File: config.mk
export PLATFORM = sky130hd
export DESIGN_NAME = rawc_top
export DESIGN_NICKNAME = d
export VERILOG_FILES = /design/src/rtl/rawc_pkg.sv /design/src/rtl/rawc_alarm_match.sv /design/src/rtl/rawc_top.sv /design/src/rtl/rawc_wave_div.sv
export SDC_FILE = /design/constraint.sdc
export NUM_CORES = 1
export LEC_CHECK = 0
export ABC_AREA = 1
export BUFFER_PORTS_ARGS = -buffer_cell sky130_fd_sc_hd__buf_2
export CAP_MARGIN = 20
export CORE_MARGIN = 2
export CORE_UTILIZATION = 30
export DETAILED_ROUTE_END_ITERATION = 8
export HOLD_SLACK_MARGIN = 0.06
export PLACE_DENSITY = 0.57
export SYNTH_ARGS = -nofsm -noshare
export SYNTH_HDL_FRONTEND = slang
export SYNTH_SLANG_ARGS = --single-unit
File: constraint.sdc
create_clock -name clock -period 2.6 [get_ports clock]
set_input_delay 0.52 -clock clock [delete_from_list [all_inputs] [get_ports clock]]
set_output_delay 0.52 -clock clock [all_outputs]
set_load 0.01 [all_outputs]
File: src/rtl/rawc_pkg.sv
// Purpose: Shared constants for the alarm, wave output, status and charger block
// Assumes: Byte-wide register port, one 125 MHz clock
// Notes:   Offsets are register indices on the byte-wide register port
package rawc_pkg;

  // ---------------------------------------------------------------
  // Register offsets
  // ---------------------------------------------------------------
  localparam logic [7:0] ADDR_ALARM_FIRST = 8'h07;
  localparam logic [7:0] ADDR_ALARM_LAST = 8'h0d;
  localparam logic [7:0] ADDR_CONTROL = 8'h0e;
  localparam logic [7:0] ADDR_STATUS = 8'h0f;
  localparam logic [7:0] ADDR_CHARGER = 8'h10;

  // Alarm register slots, relative to the first alarm register
  localparam int ALARM_SLOTS = 7;
  localparam logic [2:0] SLOT_A1_SEC = 3'h0;
  localparam logic [2:0] SLOT_A1_MIN = 3'h1;
  localparam logic [2:0] SLOT_A1_HOUR = 3'h2;
  localparam logic [2:0] SLOT_A1_DAY = 3'h3;
  localparam logic [2:0] SLOT_A2_MIN = 3'h4;
  localparam logic [2:0] SLOT_A2_HOUR = 3'h5;
  localparam logic [2:0] SLOT_A2_DAY = 3'h6;

  // ---------------------------------------------------------------
  // Field positions
  // ---------------------------------------------------------------
  localparam int ALARM_MASK_BIT = 7;
  localparam int DAY_DATE_SEL_BIT = 6;
  localparam int CTL_OSC_DISABLE_N = 7;
  localparam int CTL_BACKUP_OUT_EN = 5;
  localparam int CTL_RATE_HI = 4;
  localparam int CTL_RATE_LO = 3;
  localparam int CTL_IRQ_MODE = 2;
  localparam int CTL_A2_IRQ_EN = 1;
  localparam int CTL_A1_IRQ_EN = 0;
  localparam int STS_OSC_STOPPED = 7;
  localparam int STS_A2_FLAG = 1;
  localparam int STS_A1_FLAG = 0;

  // ---------------------------------------------------------------
  // Reset values and codes
  // ---------------------------------------------------------------
  localparam logic [7:0] CONTROL_RESET = 8'h18;
  localparam logic [7:0] CONTROL_WRITE_MASK = 8'hbf;
  localparam logic [7:0] CHARGER_RESET = 8'h00;
  localparam logic [7:0] ALARM_RESET = 8'h00;
  localparam logic [3:0] CHARGER_KEY_OPEN = 4'ha;
  localparam logic [1:0] DIODE_NONE = 2'h1;
  localparam logic [1:0] DIODE_ONE = 2'h2;
  localparam logic [1:0] RESISTOR_OFF = 2'h0;
  localparam logic [7:0] SECONDS_ZERO = 8'h00;

  // Wave divider taps on a counter stepped at each oscillator edge
  localparam int WAVE_TAP_1HZ = 15;
  localparam int WAVE_TAP_4K = 3;
  localparam int WAVE_TAP_8K = 2;
  localparam int WAVE_TAP_32K = 0;
  localparam int WAVE_DIV_WIDTH = 16;

endpackage

File: src/rtl/rawc_alarm_match.sv
// Purpose: Masked comparison of the time counters with one alarm set
// Assumes: BCD time bytes, alarm bytes carry the mask in bit 7
// Notes:   Purely combinational; the caller samples it on the second tick
`timescale 1ns/10ps
`default_nettype none
module rawc_alarm_match (
  input wire logic [7:0] alarm_sec,
  input wire logic [7:0] alarm_min,
  input wire logic [7:0] alarm_hour,
  input wire logic [7:0] alarm_day,
  input wire logic [7:0] time_sec,
  input wire logic [7:0] time_min,
  input wire logic [7:0] time_hour,
  input wire logic [7:0] time_day,
  input wire logic [7:0] time_date,
  output logic match
);
  import rawc_pkg::*;

  logic sec_ok;
  logic min_ok;
  logic hour_ok;
  logic day_ok;
  logic [7:0] day_or_date;

  // ---------------------------------------------------------------
  // Field compares; a set mask bit forces the field to agree
  // ---------------------------------------------------------------
  always_comb begin
    day_or_date = alarm_day[DAY_DATE_SEL_BIT] ? time_day : time_date;
    sec_ok = alarm_sec[ALARM_MASK_BIT] || (alarm_sec[6:0] == time_sec[6:0]);
    min_ok = alarm_min[ALARM_MASK_BIT] || (alarm_min[6:0] == time_min[6:0]);
    hour_ok = alarm_hour[ALARM_MASK_BIT] || (alarm_hour[6:0] == time_hour[6:0]);
    day_ok = alarm_day[ALARM_MASK_BIT] || (alarm_day[5:0] == day_or_date[5:0]);
    // Masks clear from seconds upward add one field each
    match = sec_ok && min_ok && hour_ok && day_ok;
  end

endmodule
`default_nettype wire

File: src/rtl/rawc_top.sv
// Purpose: Alarms, wave/interrupt pin, status flags and charger setup of an RTC
// Assumes: Register port and time counters share the 125 MHz clock
// Notes:   Supply sense inputs are asynchronous and pass two flip-flops
`timescale 1ns/10ps
`default_nettype none
module rawc_top (
  input wire logic clock,
  input wire logic reset,
  input wire logic [7:0] reg_addr,
  input wire logic reg_write,
  input wire logic [7:0] reg_wdata,
  output logic [7:0] reg_rdata,
  input wire logic second_tick,
  input wire logic osc_tick,
  input wire logic [7:0] time_sec,
  input wire logic [7:0] time_min,
  input wire logic [7:0] time_hour,
  input wire logic [7:0] time_day,
  input wire logic [7:0] time_date,
  input wire logic supply_lost,
  input wire logic main_supply_ok,
  output logic osc_run,
  output logic wave_irq_out,
  output logic wave_irq_oe,
  output logic charger_enable,
  output logic charger_diode,
  output logic [1:0] charger_resistor
);
  import rawc_pkg::*;

  // ---------------------------------------------------------------
  // Register state
  // ---------------------------------------------------------------
  logic [7:0] alarm_regs [ALARM_SLOTS];
  logic osc_disable_n;
  logic backup_output_enable;
  logic rate_select_hi;
  logic rate_select_lo;
  logic irq_mode_select;
  logic alarm_one_irq_enable;
  logic alarm_two_irq_enable;
  logic alarm_one_flag;
  logic alarm_two_flag;
  logic osc_stopped_flag;
  logic [3:0] charger_key;
  logic [1:0] diode_select;
  logic [1:0] resistor_select;

  logic wr_control;
  logic wr_status;
  logic wr_charger;
  logic a1_match;
  logic a2_match;
  logic wave_level;
  logic osc_disable_n_d;
  logic osc_stop_event;
  logic lost_meta;
  logic lost_sync;
  logic lost_sync_d;
  logic main_meta;
  logic main_sync;
  logic irq_active;
  logic next_charger_on;

  // Write decodes
  assign wr_control = reg_write && (reg_addr == ADDR_CONTROL);
  assign wr_status = reg_write && (reg_addr == ADDR_STATUS);
  assign wr_charger = reg_write && (reg_addr == ADDR_CHARGER);

  // ---------------------------------------------------------------
  // Alarm register storage
  // ---------------------------------------------------------------
  // One slot per alarm byte, indexed by offset from the first
  generate
    for (genvar i = 0; i < ALARM_SLOTS; i++) begin : g_alarm
      always_ff @(posedge clock) begin
        if (reset) begin
          alarm_regs[i] <= ALARM_RESET;
        end else if (reg_write && (reg_addr == ADDR_ALARM_FIRST + 8'(i))) begin
          alarm_regs[i] <= reg_wdata;
        end
      end
    end
  endgenerate

  // ---------------------------------------------------------------
  // Control register
  // ---------------------------------------------------------------
  // Power-up state: oscillator on, 32 kHz wave, interrupts off
  always_ff @(posedge clock) begin
    if (reset) begin
      osc_disable_n <= CONTROL_RESET[CTL_OSC_DISABLE_N];
      backup_output_enable <= CONTROL_RESET[CTL_BACKUP_OUT_EN];
      rate_select_hi <= CONTROL_RESET[CTL_RATE_HI];
      rate_select_lo <= CONTROL_RESET[CTL_RATE_LO];
      irq_mode_select <= CONTROL_RESET[CTL_IRQ_MODE];
      alarm_two_irq_enable <= CONTROL_RESET[CTL_A2_IRQ_EN];
      alarm_one_irq_enable <= CONTROL_RESET[CTL_A1_IRQ_EN];
    end else if (wr_control) begin
      osc_disable_n <= reg_wdata[CTL_OSC_DISABLE_N];
      backup_output_enable <= reg_wdata[CTL_BACKUP_OUT_EN];
      rate_select_hi <= reg_wdata[CTL_RATE_HI];
      rate_select_lo <= reg_wdata[CTL_RATE_LO];
      irq_mode_select <= reg_wdata[CTL_IRQ_MODE];
      alarm_two_irq_enable <= reg_wdata[CTL_A2_IRQ_EN];
      alarm_one_irq_enable <= reg_wdata[CTL_A1_IRQ_EN];
    end
  end

  // ---------------------------------------------------------------
  // Charger register and decode
  // ---------------------------------------------------------------
  always_ff @(posedge clock) begin
    if (reset) begin
      {charger_key, diode_select, resistor_select} <= CHARGER_RESET;
    end else if (wr_charger) begin
      {charger_key, diode_select, resistor_select} <= reg_wdata;
    end
  end

  // A wrong key, a bad diode code or no resistor all leave it off
  assign next_charger_on = (charger_key == CHARGER_KEY_OPEN)
                        && ((diode_select == DIODE_NONE) || (diode_select == DIODE_ONE))
                        && (resistor_select != RESISTOR_OFF);

  always_ff @(posedge clock) begin
    if (reset) begin
      charger_enable <= 1'b0;
      charger_diode <= 1'b0;
      charger_resistor <= RESISTOR_OFF;
    end else begin
      charger_enable <= next_charger_on;
      charger_diode <= next_charger_on && (diode_select == DIODE_ONE);
      charger_resistor <= next_charger_on ? resistor_select : RESISTOR_OFF;
    end
  end

  // ---------------------------------------------------------------
  // Supply sense synchronisers
  // ---------------------------------------------------------------
  always_ff @(posedge clock) begin
    if (reset) begin
      lost_meta <= 1'b0;
      lost_sync <= 1'b0;
      lost_sync_d <= 1'b0;
      main_meta <= 1'b1;
      main_sync <= 1'b1;
    end else begin
      lost_meta <= supply_lost;
      lost_sync <= lost_meta;
      lost_sync_d <= lost_sync;
      main_meta <= main_supply_ok;
      main_sync <= main_meta;
    end
  end

  // ---------------------------------------------------------------
  // Alarm compare and flags
  // ---------------------------------------------------------------
  rawc_alarm_match u_alarm_one (
    .alarm_sec(alarm_regs[SLOT_A1_SEC]),
    .alarm_min(alarm_regs[SLOT_A1_MIN]),
    .alarm_hour(alarm_regs[SLOT_A1_HOUR]),
    .alarm_day(alarm_regs[SLOT_A1_DAY]),
    .time_sec(time_sec),
    .time_min(time_min),
    .time_hour(time_hour),
    .time_day(time_day),
    .time_date(time_date),
    .match(a1_match)
  );

  // Alarm two has no seconds byte: an unmasked zero forces seconds 00
  rawc_alarm_match u_alarm_two (
    .alarm_sec(SECONDS_ZERO),
    .alarm_min(alarm_regs[SLOT_A2_MIN]),
    .alarm_hour(alarm_regs[SLOT_A2_HOUR]),
    .alarm_day(alarm_regs[SLOT_A2_DAY]),
    .time_sec(time_sec),
    .time_min(time_min),
    .time_hour(time_hour),
    .time_day(time_day),
    .time_date(time_date),
    .match(a2_match)
  );

  // Set wins over a clearing write in the same cycle
  always_ff @(posedge clock) begin
    if (reset) begin
      alarm_one_flag <= 1'b0;
      alarm_two_flag <= 1'b0;
    end else begin
      alarm_one_flag <= (second_tick && a1_match)
                     || (alarm_one_flag && !(wr_status && !reg_wdata[STS_A1_FLAG]));
      alarm_two_flag <= (second_tick && a2_match)
                     || (alarm_two_flag && !(wr_status && !reg_wdata[STS_A2_FLAG]));
    end
  end

  // Stop edge: software stopping the oscillator or both supplies gone
  assign osc_stop_event = (osc_disable_n && !osc_disable_n_d) || (lost_sync && !lost_sync_d);

  // Reset counts as a first power-up, so the flag starts set
  always_ff @(posedge clock) begin
    if (reset) begin
      osc_disable_n_d <= 1'b0;
      osc_stopped_flag <= 1'b1;
    end else begin
      osc_disable_n_d <= osc_disable_n;
      osc_stopped_flag <= osc_stop_event
                       || (osc_stopped_flag && !(wr_status && !reg_wdata[STS_OSC_STOPPED]));
    end
  end

  // ---------------------------------------------------------------
  // Wave / interrupt pin
  // ---------------------------------------------------------------
  rawc_wave_div #(
    .WIDTH(WAVE_DIV_WIDTH)
  ) u_wave (
    .clock(clock),
    .reset(reset),
    .osc_tick(osc_tick),
    .osc_running(!osc_disable_n),
    .rate({rate_select_hi, rate_select_lo}),
    .wave(wave_level)
  );

  // Level stays asserted as long as the flag does, so no pulse is lost
  assign irq_active = (alarm_one_flag && alarm_one_irq_enable)
                   || (alarm_two_flag && alarm_two_irq_enable);

  always_ff @(posedge clock) begin
    if (reset) begin
      wave_irq_out <= 1'b1;
      wave_irq_oe <= 1'b1;
      osc_run <= 1'b1;
    end else begin
      wave_irq_out <= irq_mode_select ? !irq_active : wave_level;
      wave_irq_oe <= main_sync || backup_output_enable;
      osc_run <= !osc_disable_n;
    end
  end

  // ---------------------------------------------------------------
  // Register readback, one cycle after the address
  // ---------------------------------------------------------------
  always_ff @(posedge clock) begin
    if (reset) begin
      reg_rdata <= 8'h00;
    end else if (reg_addr >= ADDR_ALARM_FIRST && reg_addr <= ADDR_ALARM_LAST) begin
      reg_rdata <= alarm_regs[3'(reg_addr - ADDR_ALARM_FIRST)];
    end else begin
      case (reg_addr)
        ADDR_CONTROL: reg_rdata <= {osc_disable_n, 1'b0, backup_output_enable, rate_select_hi,
                                    rate_select_lo, irq_mode_select, alarm_two_irq_enable,
                                    alarm_one_irq_enable};
        ADDR_STATUS: reg_rdata <= {osc_stopped_flag, 5'h00, alarm_two_flag, alarm_one_flag};
        ADDR_CHARGER: reg_rdata <= {charger_key, diode_select, resistor_select};
        default: reg_rdata <= 8'h00;
      endcase
    end
  end
endmodule
`default_nettype wire

File: src/rtl/rawc_wave_div.sv
// Purpose: Square wave divider fed by oscillator edge pulses
// Assumes: osc_tick pulses once per oscillator edge, same clock domain
// Notes:   Counter holds while the oscillator is stopped
`timescale 1ns/10ps
`default_nettype none
module rawc_wave_div #(
  parameter int WIDTH = rawc_pkg::WAVE_DIV_WIDTH
) (
  input wire logic clock,
  input wire logic reset,
  input wire logic osc_tick,
  input wire logic osc_running,
  input wire logic [1:0] rate,
  output logic wave
);
  import rawc_pkg::*;

  logic [WIDTH-1:0] count;

  // Refused at elaboration: the 1 Hz tap needs the counter's top bit
  if (WIDTH <= WAVE_TAP_1HZ) begin : g_width_check
    $error("rawc_wave_div: WIDTH too small for the 1 Hz tap");
  end

  // ---------------------------------------------------------------
  // Edge counter; frozen when the oscillator is off
  // ---------------------------------------------------------------
  always_ff @(posedge clock) begin
    if (reset) begin
      count <= '0;
    end else if (osc_tick && osc_running) begin
      count <= count + 1'b1;
    end
  end

  // Tap select per rate code
  always_comb begin
    case (rate)
      2'h0: wave = count[WAVE_TAP_1HZ];
      2'h1: wave = count[WAVE_TAP_4K];
      2'h2: wave = count[WAVE_TAP_8K];
      default: wave = count[WAVE_TAP_32K];
    endcase
  end

endmodule
`default_nettype wire

# Yosys cells after proc, flatten, opt, wreduce, memory -nomap -nowiden

Memories as Yosys holds them, arrays and structs flattened.
Cells that the tools add are included.
W data, S select, Z words.

Reductions and logical operators: 61
Equal/unequal tests: 22
Add/sub/neg operators: 2
Bitwise gates (word level): 8
$lt $le $gt $ge: 2
Mux-type cells: 36

Operator list:

| kind                    | count |
|---|---|
| $eq A8 B4 Y1 const B    | 8 |
| $mux W8                 | 8 |
| $eq A7 B7 Y1            | 5 |
| $logic_and A1 B1 Y1     | 33 |
| $mux W1                 | 24 |
| $pmux W8 S3             | 1 |
| $add A16 B1 Y16 const B | 1 |
| $logic_or A1 B1 Y1      | 14 |
| $eq A6 B6 Y1            | 2 |
| $mux W6                 | 2 |
| $logic_not A1 Y1        | 10 |
| $eq A8 B3 Y1 const B    | 1 |
| $eq A8 B5 Y1 const B    | 1 |
| $ge A8 B3 Y1 const B    | 1 |
| $le A8 B4 Y1 const B    | 1 |
| $logic_not A7 Y1        | 1 |
| $or A1 B1 Y1            | 7 |
| $eq A2 B1 Y1 const B    | 2 |
| $eq A2 B2 Y1 const B    | 2 |
| $eq A4 B4 Y1 const B    | 1 |
| $pmux W1 S3             | 1 |
| $sub A3 B3 Y3 const B   | 1 |
| $logic_not A2 Y1        | 1 |
| $reduce_bool A2 Y1      | 1 |
| other kinds (2)         | 2 |

Input port bits: 63
Word-level logic and storage cells: 159
Bits in registers: 55
Memory bits (writable): 56
Memories: 1

Memories:

| memory     | depth | bits a word | rd ports | clocked after Yosys merged registers in | write ports | line           | source |
|---|---|---|---|---|---|---|---|
| alarm_regs | 7     | 8           | 8        | 0                                       | 7           | rawc_top.sv:34 | `logic [7:0] alarm_regs [ALARM_SLOTS];` |

# Longest topological paths before layout

An unclocked memory read counts as a cell.

Depth after elaboration: 8
Depth in mapped cells: 12
Depth with buffers taken out: 11

# Modules after synthesis

Synthesis repeated with hierarchy kept, for this count alone.

Cell total of the unflattened synthesis: 895
Area total of the unflattened synthesis: 6392.4 um^2

By module, submodules not included:

| module           | area an instance (um^2) | cells an instance | times used | sequential area each (um^2) |
|---|---|---|---|---|
| rawc_top         | 4297.9                  | 506               | 1          | 2462.4 |
| rawc_alarm_match | 626.9                   | 130               | 2          | 0.0 |
| rawc_wave_div    | 840.8                   | 129               | 1          | 320.3 |

# Worst setup path before layout

OpenSTA, ideal clock, no wires.

Path type: input to register
Start point: in reg_addr[0]
End point: mem alarm_regs[3][0] (enable)
Stages on the path: 5
Path buffers: 1
Data arrival time: 1.814 ns
Setup slack: 0.400 ns
Data required time: 2.213 ns
Setup time: 0.387 ns
Cells stage by stage: inv_2 -> buf_2 -> ha_1 -> nand2_1 -> o31ai_1

RTL lines:

| item        | line           | source |
|---|---|---|
| from (decl) | rawc_top.sv:9  | `input wire logic [7:0] reg_addr,` |
| to (decl)   | rawc_top.sv:34 |  |

# Worst setup path after layout

Start point: in reg_addr[0]
End point: reg reg_rdata[6]

Cells in the longest elaborated chain, start to end: 3
Elaborated cells between the ends (all ways): 10
Those cells by class: 1 x add/sub; 2 x order compare; 3 x eq/ne; 2 x mux; 1 x reduce/logical; 1 x memory

RTL lines:

| item                                  | line            | source |
|---|---|---|
| $sub A3 B3 Y3 (tied with other cells) | rawc_top.sv:252 | `reg_rdata <= alarm_regs[3'(reg_addr - ADDR_ALARM_FIRST)];` |
| $mem_v2 Z7 W8 (tied with other cells) | n/a             |  |
| $mux W8 (*)                           | rawc_top.sv:251 | `end else if (reg_addr >= ADDR_ALARM_FIRST && reg_addr <= ADDR_ALARM_LAST) begin` |
| to (signal assigned)                  | rawc_top.sv:252 |  |
| to (signal assigned)                  | rawc_top.sv:255 | `ADDR_CONTROL: reg_rdata <= {osc_disable_n, 1'b0, backup_output_enable, rate_select_hi,` |
| to (signal assigned)                  | rawc_top.sv:258 | `ADDR_STATUS: reg_rdata <= {osc_stopped_flag, 5'h00, alarm_two_flag, alarm_one_flag};` |
| to (decl)                             | rawc_top.sv:12  | `output logic [7:0] reg_rdata,` |

Mark *: on every way between the ends. The rest lies on a longest branch, timed or not.
A chain may end at the register's enable or synchronous reset.

==> reports/qor.csv <==
metric,value,unit
htreeDepth,3,
place_congestion,0.838,
clk_latency,0.37,ns
track_usage,16.0,%
async_flop_share,0,%
start_util,30.8,%
comb_power_share,12.2,%
cts-buffers-inserted,9,
grt_pass1_vias,4905,
worstPathCellList,buf_2 > inv_2 > ha_1 > clkinv_1 > a21oi_1 > o21ai_0 > a21oi_1 > o21ai_1 > a21oi_1,
finish.net_count,939,
final_antenna_net_count,0,
io_buffers,70,
ys_ff_latch,111,
area_delta_synth_final,15.5,%
hold_buffers,0,
cts_setup_buffers,0,
grt_pass1_wl,26200,µm
min_period,1.81,ns
synth_cell_types,49,
hold_viol,0,
root_buffer,clkbuf_16,
drive_gt1_share,15.3,%
cp.required,2.90,ns
grt_max_degree,28,
ys_warn_count,0,
fmax,0.552,GHz
slowest_stage,ha_1,
hpwl,12700,µm
setup_viol,0,
drt-vias-per-instance,4.59,
path_clk_slew,0.07,ns
syn_nets,867,
power,0.00370,W
die_w,146,µm
cp-start-kind,primary input,
antenna_found_initial,4,
core,0.0196,mm²
crit_arrival,2.11,ns
swShare,26.9,%
internal-power,0.00270,W
ir_drop,0.318,mV
clkPwrFrac,35.6,%
via_count,5240,
drtPass1Iterations,5,
critPathKind,in2reg,
finalClockSkew,0.00984,ns
clkSinkCount,111,
cp-end-kind,flop,
p_leak,3.05,nW
hold_depth,2,
drv_slew,0,
synthFlopType,edfxtp_1,
relSlewSlack,65.4,%
p_sw,0.000996,W
cpPeakStageDelay,0.34,ns
final.period_utilization,69.6,%
whs,0.343,ns
fin_util,35.6,%
wl_per_cell,14.7,µm
first_iter_violations,297,
overflow,0,
die_area,0.0213,mm²
die_h,146,µm
worst_slew_pin_slew,0.517,ns
grt_setup_unrepaired,false,
final_cell_mix,"nand2_1 (206), nor2_1 (103), inv_1 (102)",
fin_tns_setup,0,ns
cts_buffer_depth,2,
cts_resized,0,
cp_common_cell,a21oi_1,
drc,0,
synth_area_per_cell,7.57,µm²
routed_wirelength,16800,µm
rr_worst_depth,11,
io_pins,78,
pwr-share-seq,52.2,%
hp-class,in2reg,
p_per_area,531,mW/mm²
synth_edf_count,56,
maxCapViolCount,0,
critical_path_peak_fanout,9,
syn-cell-area,0.00603,mm²
outcome,completed,
netlist_instances,797,
final_area,0.00697,mm²
dpl-instance-area,0.00669,mm²
seq_area_frac_synth,46.1,%
layout_commonest_cell,nand2_1,
cts_tree,yes,
num_rows,51,
cell families after synthesis:
group	synth area share, %
AO/OA/AOI/OAI	14.6
XOR/XNOR	2.03
adder cells (fa/ha/maj)	1.45
buffers and inverters	8.96
flip-flops	46.1
AND/OR/NAND/NOR	26.8
metal layers:
metal	global-route usage, %	vias up	wire (µm)
li1	-	2720	-
met1	20.2	2369	7530
met2	26.7	122	7940
met3	4.36	27	975
met4	4.85	2	326
met5	0	-	13
registers in the layout (all words and copies together) (netlist names), 2 cells and up:
name              flops
alarm_regs           56
u_wave.count         16
reg_rdata             8
charger_key           4
charger_resistor      2
diode_select          2
resistor_select       2
worst paths after layout:
| path | startpoint | slack, ns | endpoint |
|---|---|---|---|
| hold reg to reg | main_meta | 0.41 | main_sync |
| setup reg to reg | alarm_regs[3][6] | 0.91 | alarm_one_flag |
| hold / removal | main_supply_ok | 0.34 | main_meta |
| setup / recovery | reg_addr[0] | 0.79 | reg_rdata[6] |
synthesized netlist by cell type, types with 6 or more instances:
library cell	instances	area share [%]
buf_2	8	0.66
o21a_1	6	0.75
xnor2_1	9	1.3
inv_2	6	0.37
o21ai_0	53	4.4
o21ai_1	9	0.75
nand3_1	22	1.8
o211ai_1	6	0.75
nand4_1	6	0.62
nand2_1	206	13
dfxtp_1	55	18
nor2_1	103	6.4
clkinv_1	6	0.37
ha_1	7	1.5
inv_1	102	6.3
a21oi_1	69	5.7
edfxtp_1	56	28
through the flow:
step                instances  setup slack [ns]
finish                   1142             0.789
floorplan                 797             0.400
CTS                      1139             0.794
global placement         1123             0.439
detailed placement       1123             0.418
global route             1139             0.680
cell type report:
type	count	area (µm²)
inverters	117	447
repair buffers	79	418
clock buffers	10	229
well taps	265	332
diodes	3	7.51
clock inverters	6	43.8
fillers	2111	12600
multi-input cells	551	2710
flip-flops and latches	111	2780
power by group through the flow:
stage	combinational [W]	clock, W	sequential (W)
floorplan	0.000289	0	0.00195
global placement	0.000446	0	0.00197
detailed placement	0.000451	0	0.00197
CTS	0.000454	0.00135	0.00193
global route	0.000506	0.00142	0.00194
finish	0.000450	0.00132	0.00193
critical path, delay by kind of cell:
family                     cells  cell delay (ns)
adders and majority gates      1             0.34
AOI/OAI and AO/OA              5             0.76
buffers and inverters          3             0.48
(Power assumes the default switching activity.)
